**config.mk**
```make
export PLATFORM = sky130hd
export DESIGN_NAME = asrp_readout
export DESIGN_NICKNAME = d
export VERILOG_FILES = /design/src/design/asrp_pkg.sv /design/src/design/asrp_readout.sv /design/src/design/asrp_sync.sv
export SDC_FILE = /design/constraint.sdc
export NUM_CORES = 1
export LEC_CHECK = 0
export ABC_AREA = 0
export CAP_MARGIN = 20
export CELL_PAD_IN_SITES_DETAIL_PLACEMENT = 1
export CELL_PAD_IN_SITES_GLOBAL_PLACEMENT = 1
export CORE_MARGIN = 2
export CORE_UTILIZATION = 40
export DETAILED_ROUTE_END_ITERATION = 12
export DONT_BUFFER_PORTS = 1
export MAX_ROUTING_LAYER = met4
export PLACE_DENSITY_LB_ADDON = 0.1
export RECOVER_POWER = 100
export SYNTH_ARGS = -nofsm -noshare
export SYNTH_HDL_FRONTEND = slang
export SYNTH_SLANG_ARGS = --single-unit
```
**constraint.sdc**
```tcl
create_clock -name sys_clk -period 3.9 [get_ports sys_clk]
set_clock_uncertainty 0.2 [all_clocks]
set_input_delay 0.78 -clock sys_clk [delete_from_list [all_inputs] [get_ports sys_clk]]
set_output_delay 0.78 -clock sys_clk [all_outputs]
set_load 0.05 [all_outputs]
```
**src/design/asrp_pkg.sv**
```systemverilog
// Package with constants for the serial result readout port
package asrp_pkg;
    localparam int RESULT_WIDTH = 18;
    localparam logic [17:0] CODE_POS_MAX = 18'h1FFFF;
    localparam logic [17:0] CODE_NEG_MAX = 18'h20000;
    localparam logic [17:0] RESULT_RESET = 18'h00000;
    localparam int CLK_PERIOD_PS = 8000;
    localparam int CONV_TIME_NS = 500;
    localparam int CONV_CYCLES = (CONV_TIME_NS * 1000) / CLK_PERIOD_PS;
    localparam int SYNC_STAGES = 2;
    typedef enum {
        ST_IDLE,
        ST_CONV,
        ST_READY,
        ST_SHIFT
    } asrp_state_e;
endpackage : asrp_pkg

```
**src/design/asrp_readout.sv**
```systemverilog
// Serial result readout and conversion-start port
`timescale 1ns/1ps
module asrp_readout #(
    parameter int WIDTH = asrp_pkg::RESULT_WIDTH,
    parameter int CONV_CYCLES = asrp_pkg::CONV_CYCLES
) (
    input wire logic sys_clk,
    input wire logic reset,
    input wire logic convert_start_pin,
    input wire logic serial_in_select_pin,
    input wire logic serialClk,
    input wire logic signed [WIDTH:0] sampleValue,
    output logic serialResultOutO,
    output logic serialResultOutOe,
    output logic conversionBusy
);
    logic cnvS;
    logic sdiS;
    logic sckS;
    logic cnv_r;
    logic sck_r;
    logic sdi_r;
    asrp_pkg::asrp_state_e state_r;
    asrp_pkg::asrp_state_e state_nxt;
    logic chainMode_r;
    logic busyEn_r;
    localparam int CNT_W = $clog2(CONV_CYCLES + 1);
    logic [CNT_W-1:0] convCnt_r;
    logic [WIDTH-1:0] shift_r;
    logic [WIDTH-1:0] shift_nxt;
    logic [5:0] edgeCnt_r;
    logic drive_r;
    logic dout_r;
    logic signed [WIDTH:0] sampleHold_r;
    logic [WIDTH-1:0] clamped;

    asrp_sync uSyncCnv (
        .sys_clk(sys_clk),
        .reset(reset),
        .pinIn(convert_start_pin),
        .pinSync(cnvS)
    );
    asrp_sync uSyncSdi (
        .sys_clk(sys_clk),
        .reset(reset),
        .pinIn(serial_in_select_pin),
        .pinSync(sdiS)
    );
    asrp_sync uSyncSck (
        .sys_clk(sys_clk),
        .reset(reset),
        .pinIn(serialClk),
        .pinSync(sckS)
    );

    wire cnvRise = cnvS && !cnv_r;
    wire cnvFall = !cnvS && cnv_r;
    wire sdiRise = sdiS && !sdi_r;
    wire sdiFall = !sdiS && sdi_r;
    wire sckFall = !sckS && sck_r;
    // Convert edges inside a running conversion do not restart it
    wire convStart = cnvRise && (state_r != asrp_pkg::ST_CONV);
    wire convDone = (state_r == asrp_pkg::ST_CONV) &&
        (convCnt_r == 1);
    // Select mode busy decision at end of conversion
    wire csBusyAtEnd = !cnvS || !sdiS;
    wire busyNow = chainMode_r ? busyEn_r : csBusyAtEnd;
    // Four-wire read select, three-wire uses the convert pin
    wire selLow = !sdiS && !cnvS;
    wire deselect = !chainMode_r && cnvRise;
    wire sdiDeselect = !chainMode_r && cnvS && sdiRise;
    wire lastEdge = (edgeCnt_r == 6'(WIDTH - 1) && !busyEn_r) ||
        (edgeCnt_r == 6'(WIDTH) && busyEn_r);

    // Out-of-range samples clamp to the full-scale codes
    assign clamped = (sampleHold_r > $signed({1'b0, asrp_pkg::CODE_POS_MAX}))
        ? asrp_pkg::CODE_POS_MAX
        : (sampleHold_r < -$signed({1'b0, asrp_pkg::CODE_NEG_MAX}))
        ? asrp_pkg::CODE_NEG_MAX
        : sampleHold_r[WIDTH-1:0];

    assign shift_nxt = {shift_r[WIDTH-2:0],
        chainMode_r ? sdiS : 1'b0};

    always_comb begin
        state_nxt = state_r;
        case (state_r)
            asrp_pkg::ST_IDLE:
                if (cnvRise) state_nxt = asrp_pkg::ST_CONV;
            asrp_pkg::ST_CONV:
                if (convDone) state_nxt = asrp_pkg::ST_READY;
            asrp_pkg::ST_READY:
                if (cnvRise) state_nxt = asrp_pkg::ST_CONV;
                else if (drive_r) state_nxt = asrp_pkg::ST_SHIFT;
            asrp_pkg::ST_SHIFT:
                if (cnvRise) state_nxt = asrp_pkg::ST_CONV;
            default:
                state_nxt = asrp_pkg::ST_IDLE;
        endcase
    end

    always_ff @(posedge sys_clk or posedge reset) begin
        if (reset) begin
            cnv_r <= 1'b0;
            sdi_r <= 1'b0;
            sck_r <= 1'b0;
            state_r <= asrp_pkg::ST_IDLE;
        end else begin
            cnv_r <= cnvS;
            sdi_r <= sdiS;
            sck_r <= sckS;
            state_r <= state_nxt;
        end
    end

    // Mode latched at the convert edge; busy option there in chain mode, at conversion end otherwise
    always_ff @(posedge sys_clk or posedge reset) begin
        if (reset) begin
            chainMode_r <= 1'b0;
            busyEn_r <= 1'b0;
            sampleHold_r <= '0;
        end else if (convStart) begin
            // Serial input taken a cycle early, so a tied convert reads low
            chainMode_r <= !sdi_r;
            busyEn_r <= !sdi_r && sckS;
            sampleHold_r <= sampleValue;
        end else if (convDone && !chainMode_r) begin
            busyEn_r <= busyNow;
        end
    end

    // Internal oscillator timing, no serial clock needed
    always_ff @(posedge sys_clk or posedge reset) begin
        if (reset) begin
            convCnt_r <= '0;
        end else if (convStart) begin
            convCnt_r <= CNT_W'(CONV_CYCLES);
        end else if (convCnt_r != 0) begin
            convCnt_r <= convCnt_r - 1'b1;
        end
    end

    // Shift register and bit counter
    always_ff @(posedge sys_clk or posedge reset) begin
        if (reset) begin
            shift_r <= asrp_pkg::RESULT_RESET;
            edgeCnt_r <= '0;
        end else if (convDone) begin
            shift_r <= clamped;
            edgeCnt_r <= '0;
        end else if (state_r != asrp_pkg::ST_CONV && sckFall && drive_r) begin
            // Busy start bit holds the MSB back by one edge
            if (!(busyEn_r && edgeCnt_r == 0) || chainMode_r && !busyEn_r)
                shift_r <= shift_nxt;
            // Saturate so long chains never wrap into the start-bit slot
            if (edgeCnt_r != 6'h3F)
                edgeCnt_r <= edgeCnt_r + 1'b1;
        end else if (!drive_r && !chainMode_r) begin
            edgeCnt_r <= '0;
        end
    end

    // Output enable and data, set by convert and select events and shifted on falling serial edges
    always_ff @(posedge sys_clk or posedge reset) begin
        if (reset) begin
            drive_r <= 1'b0;
            dout_r <= 1'b0;
        end else if (cnvRise && !sdi_r) begin
            drive_r <= 1'b1;
            dout_r <= 1'b0;
        end else if (cnvRise || deselect) begin
            drive_r <= 1'b0;
        end else if (state_r == asrp_pkg::ST_CONV) begin
            if (convDone && chainMode_r) begin
                drive_r <= 1'b1;
                dout_r <= busyEn_r ? 1'b1 : clamped[WIDTH-1];
            end else if (convDone && busyNow) begin
                drive_r <= 1'b1;
                dout_r <= 1'b0;
            end else if (!convDone && selLow && !chainMode_r) begin
                drive_r <= 1'b1;
                dout_r <= 1'b0;
            end else if (!convDone && !chainMode_r) begin
                drive_r <= 1'b0;
            end
        end else if (sdiDeselect) begin
            drive_r <= 1'b0;
        end else if (selLow && !chainMode_r &&
                state_r != asrp_pkg::ST_IDLE) begin
            drive_r <= 1'b1;
            dout_r <= 1'b0;
        end else if (!chainMode_r && !busyEn_r && !drive_r &&
                (cnvFall || sdiFall) && edgeCnt_r == 0) begin
            drive_r <= 1'b1;
            dout_r <= shift_r[WIDTH-1];
        end else if (sckFall && drive_r) begin
            if (!chainMode_r && lastEdge) begin
                drive_r <= 1'b0;
            end else if (busyEn_r && edgeCnt_r == 0) begin
                dout_r <= shift_r[WIDTH-1];
            end else begin
                dout_r <= shift_nxt[WIDTH-1];
            end
        end
    end

    assign serialResultOutO = dout_r;
    assign serialResultOutOe = drive_r;
    assign conversionBusy = (state_r == asrp_pkg::ST_CONV);
endmodule : asrp_readout

```
**src/design/asrp_sync.sv**
```systemverilog
// Two flip-flop synchroniser for one pin
`timescale 1ns/1ps
module asrp_sync (
    input wire logic sys_clk,
    input wire logic reset,
    input wire logic pinIn,
    output logic pinSync
);
    logic meta_r;

    // First stage is read only by the second
    always_ff @(posedge sys_clk or posedge reset) begin
        if (reset) begin
            meta_r <= 1'b0;
            pinSync <= 1'b0;
        end else begin
            meta_r <= pinIn;
            pinSync <= meta_r;
        end
    end
endmodule : asrp_sync

```
==> out/metrics.cfg, run 1 <==
[finish]
multiInputGateArea_um2=1483
drive_gt1_share_pct=8.157
n_antenna_cell=0
seq_area_um2=1602
final-instance-count-excl-fill=433
fillers=889
layout_commonest_cell=dfrtp_1
area_growth_pct=8.317
fin_nets=363
final_cell_mix=dfrtp_1, nand2_1, a21oi_1, nor2_1, mux2i_1
utilization_pct=44.92

[worst_setup_path]
critPathKind=flip-flop to flip-flop
slowest_delay_ns=0.83
cp-start-kind=flip-flop
path_max_fanout=14
path_cells=inv_1 -> ha_1 -> clkbuf_1 -> nand3b_1 -> o21ai_4 -> mux2i_1 -> nor3_1 -> xnor2_1 -> nor2_1
cp_slowest_cell=clkbuf_1
crit_required_ns=3.93
arrival_ns=3.06
endpoint_kind=flip-flop

[status]
status=completed

[clock_tree]
tritoncts=built
cts_made_buffers=9
path_clk_slew_ns=0.07
cts.repair.resized=0
postCtsHoldBufs=0
post_cts_buffers=0
root_buffer=clkbuf_8
cts_max_level=3
clock_sinks=64
clk-insertion-delay-late_ns=0.34
cts_buffer_depth=2

[floorplanning]
io_pins=27
start_util_pct=41.47
die_height_um=93.51
die_area_um2=8743
die_x_um=93.51
row_count=32
core_um2=7727

[logic_synthesis]
ys_seq_elements=64
ys_types=44
synth_top_area_share_pct=49.98
syn_area_per_cell_um2=9.829
synth_area_leaders=dfrtp_1, nand2_1, mux2i_1
netlist_instances=326
synth_async_sr_flop_share_pct=100.0
synth_nets=361
synth_ff_type=dfrtp_1
synth_top_area_cell=dfrtp_1
syn_area_um2=3204
synth_edf_count=0
ys_warn_count=0
yosysSeqAreaShare_pct=49.98

[detailed_routing]
wirelength_mm=7.074
routedWlPerCell_um=16.34
drc=0
first_pass_iters=4
via_count=2275
viasPerCell=5.254
postRouteAntennaNets=0
drt_iter0_markers=104

[sta]
setup_ws_ns=0.8632
fmax_ghz=0.3293
fin_setup_tns_ns=0
fin_crit_ns=3.037
min_period_over_period_pct=77.87
rsz0062_at_grt=false
maxSlewHeadroom_pct=26.07
slew_viol_final=0
tightest_slew_ns=1.109
final-setup-viol-count=0
hold_violations=0

[placed_design]
dp_hpwl_mm=4.988
dp_slack_ns=1.490
place_congestion=0.7421
place_inst=419
io_buffers=0

[grt]
grt_use_total_pct=18.54
grt.overflow.total=0
antenna_found_initial=0
grt_pass1_wl_mm=12.23
grt_max_degree=40
grt_pass1_vias=2500

[flow_run]
maxCapViolations=0

[pwr]
peakVddDrop_mv=0.2293
power_density_nw_per_um2=661.6
p_leak_nw=1.531

[worst_hold_path]
min_path_type=flip-flop to flip-flop

[through the flow]
stage,power (mW),cell area (um^2),hold WS [ns]
2_1_floorplan,1.604,3204,0.1312
3_3_place_gp,1.767,3314,0.1334
3_5_place_dp,1.802,3314,0.1394
4_1_cts,2.346,3490,0.1557
5_1_grt,2.480,3471,0.1526
6_report,2.296,3471,0.1551
[power by group]
group          internal (mW)  switching (mW)  total, mW
combinational          0.300           0.399      0.699
sequential             0.855           0.203       1.06
clock                  0.286           0.253      0.539
total                   1.44           0.855       2.30
[cell usage after synthesis (6+ instances only)]
cell type / n
dfrtp_1: 64
nand2_1: 62
a21oi_1: 27
mux2i_1: 20
nor2_1: 20
o21ai_0: 14
clkbuf_1: 12
inv_1: 12
ha_1: 11
maj3_1: 10
a211oi_1: 8
nand2b_1: 7
nand3_1: 6
[flip-flops by register name, summed over array words and instances, names as in the netlist]
name,count
convCnt_r,6
sck_r,1
serialResultOutOe,1
sampleHold_r,19
busyEn_r,1
sdi_r,1
edgeCnt_r,6
state_r,2
chainMode_r,1
uSyncCnv.meta_r,1
uSyncCnv.pinSync,1
uSyncSck.meta_r,1
uSyncSdi.pinSync,1
uSyncSdi.meta_r,1
serialResultOutO,1
shift_r,18
uSyncSck.pinSync,1
cnv_r,1
[cell families after synthesis]
logic type	share of synthesized area, %
adders and majority gates	7.419
and+or+nand+nor	18.74
xor gates and xnor gates	1.094
AOI/OAI and AO/OA	11.48
muxes	7.731
buffers and inverters	3.553
DFF	49.98
[layer usage]
| metal | share of wire (%) | GRT usage [%] |
|---|---|---|
| met5 | 0 | - |
| met4 | 1.2 | 6.618 |
| met3 | 3.1 | 3.223 |
| met2 | 48 | 29.38 |
| met1 | 48 | 24.08 |
[path summary, 6_finish.rpt]
path	from	to	slack [ns]	cells past startpoint
setup / recovery	state_r[1]	edgeCnt_r[5]	0.86	9
hold / removal	uSyncCnv.meta_r	uSyncCnv.pinSync	0.16	0
setup reg to reg	state_r[1]	edgeCnt_r[5]	0.86	9
hold reg to reg	uSyncCnv.meta_r	uSyncCnv.pinSync	0.16	0
max in group asynchronous	reset	sampleHold_r[8]	1.59	2
min in group asynchronous	reset	convCnt_r[1]	0.36	1
[worst max-delay path: cells and delay by family, from the launching register on]
kind	cells	cell delay [ns]
buffers and inverters	2	0.94
AND/OR/NAND/NOR	3	0.60
flip-flops	1	0.40
AO/OA/AOI/OAI	1	0.26
adder cells (fa/ha/maj)	1	0.19
multiplexers	1	0.19
XOR/XNOR	1	0.15
[area by class of cell]
| cell class | count | area share, % |
|---|---|---|
| Clock buffer | 10 | 3.677 |
| Clock inverter | 4 | 1.370 |
| Inverter | 12 | 1.298 |
| Multi-Input combinational cell | 235 | 42.72 |
| Sequential cell | 64 | 46.14 |
| Tap cell | 102 | 3.677 |
| Timing Repair Buffer | 6 | 1.118 |
No activity file was read; power rests on OpenSTA's default activity.
==> inputs of run 2 (changes only) <==
--- a/config.mk
+++ b/config.mk
@@ -5,7 +5,7 @@
 export SDC_FILE = /design/constraint.sdc
 export NUM_CORES = 1
 export LEC_CHECK = 0
-export ABC_AREA = 0
+export ABC_AREA = 1
 export CAP_MARGIN = 20
 export CELL_PAD_IN_SITES_DETAIL_PLACEMENT = 1
 export CELL_PAD_IN_SITES_GLOBAL_PLACEMENT = 1
==> constraint.sdc (replaced) <==
create_clock -name sys_clk -period 3.1 [get_ports sys_clk]
set_clock_uncertainty 0.2 [all_clocks]
set_input_delay 0.62 -clock sys_clk [delete_from_list [all_inputs] [get_ports sys_clk]]
set_output_delay 0.62 -clock sys_clk [all_outputs]
set_load 0.05 [all_outputs]
==> out/metrics.cfg, run 2 <==
[detailed_routing]
first_pass_iters=4  ; unchanged
via_count=2588  ; was 2,275
drt_iter0_markers=104  ; unchanged
drc=0  ; unchanged
postRouteAntennaNets=0  ; unchanged
wirelength_mm=7.774  ; was 7.074 mm
routedWlPerCell_um=15.61  ; was 16.34 um
viasPerCell=5.197  ; was 5.254

[sta]
min_period_over_period_pct=82.23
rsz0062_at_grt=false  ; unchanged
slew_viol_final=0  ; unchanged
fin_setup_tns_ns=0  ; unchanged
fin_crit_ns=2.549
fmax_ghz=0.3923
hold_violations=0  ; unchanged
final-setup-viol-count=0  ; unchanged
holdWs_ns=0.1140  ; was 0.1551 ns
tightest_slew_ns=0.8500  ; was 1.109 ns
maxSlewHeadroom_pct=43.12  ; was 26.07%

[finish]
n_antenna_cell=0  ; unchanged
final_cell_mix=nand2_1, dfrtp_1, inv_1, nand3_1, nor2_1  ; was dfrtp_1, nand2_1, a21oi_1, nor2_1, mux2i_1
largest_reg_flops=19  ; unchanged
final-instance-count-excl-fill=498  ; was 433
layout_commonest_cell=nand2_1  ; was dfrtp_1
reg.largest.list=sampleHold_r x19, shift_r x18  ; unchanged
drive_gt1_share_pct=9.669  ; was 8.157%
area_growth_pct=7.238  ; was 8.317%
fin_nets=423  ; was 363
largest_register=sampleHold_r  ; unchanged
fin_area_um2=3522  ; was 3471 um^2

[grt]
grt_pass1_vias=2611  ; was 2,500
use_met2_pct=28.31  ; was 29.38%
antenna_found_initial=0  ; unchanged
grt_max_degree=49  ; was 40
grt-busiest-layer=met2  ; unchanged
grt_use_met3_pct=4.629  ; was 3.223%
grt.overflow.total=0  ; unchanged
grt_use_total_pct=19.64  ; was 18.54%
use_met1_pct=28.28  ; was 24.08%
grt_pass1_wl_mm=13.14  ; was 12.23 mm

[clock_tree]
root_buffer=clkbuf_8  ; unchanged
clk-insertion-delay-late_ns=0.34  ; about the same
cts_made_buffers=9  ; unchanged
path_clk_slew_ns=0.07  ; about the same
cts_buffer_depth=2  ; unchanged
tritoncts=built  ; unchanged
clock_sinks=64  ; unchanged
cts_max_level=3  ; unchanged

[pwr]
finalPower_mw=2.906  ; was 2.296 mW
peakVddDrop_mv=0.3868  ; was 0.2293 mV
p_leak_nw=1.693  ; was 1.531 nW
power_density_nw_per_um2=825.2  ; was 661.6 nW/um^2

[logic_synthesis]
yosys.area_share.simple_pct=24.23  ; was 18.74%
synth_top_area_share_pct=48.76  ; was 49.98%
synth_top_family_by_area=simple AND/OR/NAND/NOR gates  ; unchanged
syn_area_per_cell_um2=8.553  ; was 9.829 um^2
muxShareOfSynthArea_pct=0  ; was 7.731%
synth_adder_area_share_pct=4.190  ; was 7.419%
ys_warn_count=0  ; unchanged
synth-xor-area-share_pct=0.8000  ; was 1.093%
synth-compound-area-share_pct=14.90  ; was 11.48%
syn_area_um2=3284  ; was 3204 um^2
ys_seq_elements=64  ; unchanged
ys_types=40  ; was 44
synth_ff_type=dfrtp_1  ; unchanged
synth_async_sr_flop_share_pct=100.0  ; unchanged
synth_area_leaders=dfrtp_1, nand2_1, nand3_1  ; was dfrtp_1, nand2_1, mux2i_1
synth_edf_count=0  ; unchanged
synth.most_common_cell=nand2_1  ; was dfrtp_1
yosysSeqAreaShare_pct=48.76  ; was 49.98%
netlist_instances=384  ; was 326
synth_top_area_cell=dfrtp_1  ; unchanged
yosys-top-cells-count=nand2_1, dfrtp_1, inv_1, nand3_1, nor2_1  ; was dfrtp_1, nand2_1, a21oi_1, mux2i_1, nor2_1
synth_nets=419  ; was 361

[floorplanning]
core_um2=8093  ; was 7727 um^2
die_x_um=94.62  ; was 93.51 um
die_height_um=94.62  ; was 93.51 um
start_util_pct=40.58  ; was 41.47%
die_area_um2=8952  ; was 8743 um^2
row_count=33  ; was 32
io_pins=27  ; unchanged

[worst_setup_path]
arrival_ns=1.73  ; was 3.06 ns
endpoint_kind=primary output  ; was flip-flop
cp-startpoint=state_r[1]  ; unchanged
path_max_fanout=7  ; was 14
regToRegSetupSlack_ns=0.60  ; was 0.86 ns
cp-start-kind=flip-flop  ; unchanged
crit_required_ns=2.28  ; was 3.93 ns
r2r_end=shift_r[1]  ; was edgeCnt_r[5]
r2r-start=serialResultOutOe  ; was state_r[1]
r2r_cells=8  ; was 9
critPathKind=flip-flop to primary output  ; was flip-flop to flip-flop
worstSetupEndpoint=conversionBusy  ; was edgeCnt_r[5]

[placed_design]
place_inst=481  ; was 419
placed_area_um2=3373  ; was 3314 um^2
dp_hpwl_mm=5.580  ; was 4.988 mm
place_congestion=0.8230  ; was 0.7421
io_buffers=0  ; unchanged

[status]
status=completed  ; unchanged

[flow_run]
maxCapViolations=0  ; unchanged

[worst_hold_path]
min_path_type=primary input to flip-flop  ; was flip-flop to flip-flop

==> run 2: cell type report <==
class	instances	area [um^2]
clock buffers	11	141.4
clock inverters	5	32.53
fillers	995	4571
inverters	37	141.4
multi-input cells	270	1421
flip-flops and latches	64	1602
well taps	105	131.4
repair buffers	6	52.55
==> run 2: stage by stage <==
stage | utilization (%) | setup slack [ns]
after floorplan | - | 0.6819
after global placement | 41.68 | 0.8808
after detailed placement | 41.68 | 0.8437
after CTS | 43.95 | 0.7900
after global routing | 43.52 | 0.3513
final | 43.52 | 0.5509
==> run 2: worst min path at each step <==
stage | startpoint | endpoint | cells past startpoint
6_report | convert_start_pin | uSyncCnv.meta_r | 0
5_1_grt | serialClk | uSyncSck.meta_r | 0
4_1_cts | serialClk | uSyncSck.meta_r | 0
3_5_place_dp | uSyncSdi.meta_r | uSyncSdi.pinSync | 0
3_3_place_gp | uSyncSck.meta_r | uSyncSck.pinSync | 0
2_1_floorplan | uSyncCnv.meta_r | uSyncCnv.pinSync | 0
==> run 2: worst max-delay path, stage by stage, from the launching register on <==
cell and delay, ns:
dfrtp_1 0.38, inv_1 0.13, ha_1 0.34, clkbuf_1 0.55
==> run 2: cells by family after synthesis <==
kind of cell               count (synthesis)
and+or+nand+nor                          178
AOI/OAI and AO/OA                         78
DFF                                       64
adders and majority gates                 11
xor gates and xnor gates                   3
buffers and inverters                     50
==> run 2: what timing repair did <==
item,in CTS,in global routing
buffers inserted,0,0
endpoints found under the setup margin,0,0
gates resized for setup,0,0
hold buffers,1,0
hold endpoints to repair,16,0
==> run 2: layer usage <==
metal / vias up / part of all wire [%]
met4: 0 / 1.0
met3: 11 / 3.8
met1: 1268 / 52
met2: 44 / 44
met5: - / 0
li1: 1265 / -
==> run 2: report_power, final <==
part / switching (mW) / internal (mW) / total [mW] / leakage [nW]
sequential: 0.233 / 1.09 / 1.32 / 0.800
clock: 0.337 / 0.309 / 0.647 / 0.0813
combinational: 0.622 / 0.318 / 0.939 / 0.812
==> inputs of run 3 (changes only) <==
==> constraint.sdc (replaced) <==
create_clock -name sys_clk -period 2.1 [get_ports sys_clk]
set_clock_uncertainty 0.2 [all_clocks]
set_input_delay 0.42 -clock sys_clk [delete_from_list [all_inputs] [get_ports sys_clk]]
set_output_delay 0.42 -clock sys_clk [all_outputs]
set_load 0.05 [all_outputs]
==> out/metrics.cfg, run 3 (synthesized netlist as in run 2, its figures left out) <==
[placed_design]
place_congestion=0.8091  ; was 0.8230
dp_hpwl_mm=5.793  ; was 5.580 mm
io_buffers=0  ; unchanged

[sta]
fin_crit_ns=1.954
fin_setup_tns_ns=0  ; unchanged
holdWs_ns=0.01094  ; was 0.1140 ns
rsz0062_at_grt=false  ; unchanged
fmax_ghz=0.5119
hold_violations=0  ; unchanged
slew_viol_final=0  ; unchanged
min_period_over_period_pct=93.03
final-setup-viol-count=0  ; unchanged
maxSlewHeadroom_pct=33.69  ; was 43.12%
tightest_slew_ns=0.9893  ; was 0.8500 ns

[finish]
layout_commonest_cell=nand2_1  ; unchanged
largest_reg_flops=19  ; unchanged
largest_register=sampleHold_r  ; unchanged
fin_nets=447  ; was 423
final_cell_mix=nand2_1, dfrtp_1, inv_1, nand3_1, o21ai_0  ; was nand2_1, dfrtp_1, inv_1, nand3_1, nor2_1
drive_gt1_share_pct=11.99  ; was 9.669%
area_growth_pct=16.91  ; was 7.238%
fillers=1014  ; was 995
multiInputGateArea_um2=1445  ; was 1421 um^2
seq_area_um2=1602  ; unchanged
reg.largest.list=sampleHold_r x19, shift_r x18  ; unchanged
n_antenna_cell=0  ; unchanged

[floorplanning]
io_pins=27  ; unchanged
row_count=33  ; unchanged
die_x_um=94.62  ; unchanged
die_height_um=94.62  ; unchanged
die_area_um2=8952  ; unchanged
core_um2=8093  ; unchanged
start_util_pct=40.58  ; unchanged

[grt]
grt_pass1_vias=2705  ; was 2,611
antenna_found_initial=0  ; unchanged
grt_pass1_wl_mm=13.57  ; was 13.14 mm
grt_use_total_pct=20.54  ; was 19.64%
grt.overflow.total=0  ; unchanged
grt_max_degree=25  ; was 49

[clock_tree]
clock_sinks=64  ; unchanged
cts_made_buffers=9  ; unchanged
cts_buffer_depth=2  ; unchanged
clk-insertion-delay-late_ns=0.34  ; about the same
root_buffer=clkbuf_8  ; unchanged
path_clk_slew_ns=0.08  ; was 0.07 ns
cts_max_level=3  ; unchanged
tritoncts=built  ; unchanged

[worst_setup_path]
r2r-start=convCnt_r[1]  ; was serialResultOutOe
slowest_delay_ns=0.38  ; was 0.55 ns
cp_slowest_cell=dfrtp_1  ; was clkbuf_1
arrival_ns=1.33  ; was 1.73 ns
path_cells=inv_1 -> ha_4 -> clkbuf_4  ; was inv_1 -> ha_1 -> clkbuf_1
endpoint_kind=primary output  ; unchanged
cp-start-kind=flip-flop  ; unchanged
critPathKind=flip-flop to primary output  ; unchanged
cp-startpoint=state_r[1]  ; unchanged
path_max_fanout=5  ; was 7
crit_required_ns=1.48  ; was 2.28 ns

[detailed_routing]
drt_iter0_markers=123  ; was 104
via_count=2641  ; was 2,588
first_pass_iters=4  ; unchanged
viasPerCell=5.059  ; was 5.197
postRouteAntennaNets=0  ; unchanged
drc=0  ; unchanged
wirelength_mm=7.977  ; was 7.774 mm
routedWlPerCell_um=15.28  ; was 15.61 um

[flow_run]
maxCapViolations=0  ; unchanged

[pwr]
peakVddDrop_mv=0.4751  ; was 0.3868 mV
power_density_nw_per_um2=1205  ; was 825.2 nW/um^2
p_leak_nw=1.811  ; was 1.693 nW

[worst_hold_path]
min_path_type=primary input to flip-flop  ; unchanged
min_from=sampleValue[9]  ; was convert_start_pin

[status]
status=completed  ; unchanged

-- run 3: final timing paths --
check / endpoint / slack [ns] / cells past startpoint
setup / recovery: conversionBusy / 0.15 / 3
hold / removal: sampleHold_r[9] / 0.01 / 2
setup reg to reg: edgeCnt_r[3] / 0.15 / 9
hold reg to reg: uSyncSck.pinSync / 0.16 / 0
max in group asynchronous: sdi_r / 0.26 / 3
min in group asynchronous: convCnt_r[3] / 0.54 / 2
-- run 3: timing repair --
item | CTS | global route
resized for setup | 0 | 4
endpoints found under the setup margin | 0 | 4
buffers inserted | 0 | 0
endpoints found under the hold margin | 37 | 0
hold buffers | 20 | 0
-- run 3: cell type report --
type                            instances  share of cell area (%)
Sequential cell                        64                   41.71
Clock buffer                            9                   3.226
Multi-Input combinational cell        270                   37.63
Clock inverter                          7                   2.639
Inverter                               37                   3.715
Tap cell                              105                   3.421
Timing Repair Buffer                   30                   7.657
-- run 3: report_power, final --
group          internal, mW  switching [mW]
clock                 0.681           0.531
combinational         0.529           0.974
sequential             1.60           0.307
total                  2.81            1.81
-- run 3: critical path: cells and delay by family, from the launching register on --
family / cells / cell delay, ns
DFF: 1 / 0.38
adders and majority gates: 1 / 0.20
buffers and inverters: 2 / 0.41
-- run 3: stage by stage --
step	total power, mW	setup slack [ns]	cell area [um^2]	cells	utilization, %
finish	4.627	0.1464	3840	522	47.45
global route	5.005	0.01633	3840	522	47.45
global placement	3.376	0.1913	3442	486	42.53
detailed placement	3.417	0.1029	3442	486	42.53
CTS	4.679	0.08497	3867	522	47.79
floorplan	3.014	0.1197	3291	384	-
-- run 3: routing by layer --
| layer | vias to the layer above | global-route usage, % | share of wire, % | routed length [um] |
|---|---|---|---|---|
| li1 | 1323 | - | - | - |
| met4 | 0 | 7.005 | 1.3 | 104 |
| met5 | - | - | 0 | 0 |
| met1 | 1277 | 28.73 | 50 | 4020 |
| met3 | 8 | 4.150 | 2.0 | 163 |
| met2 | 33 | 29.79 | 46 | 3689 |
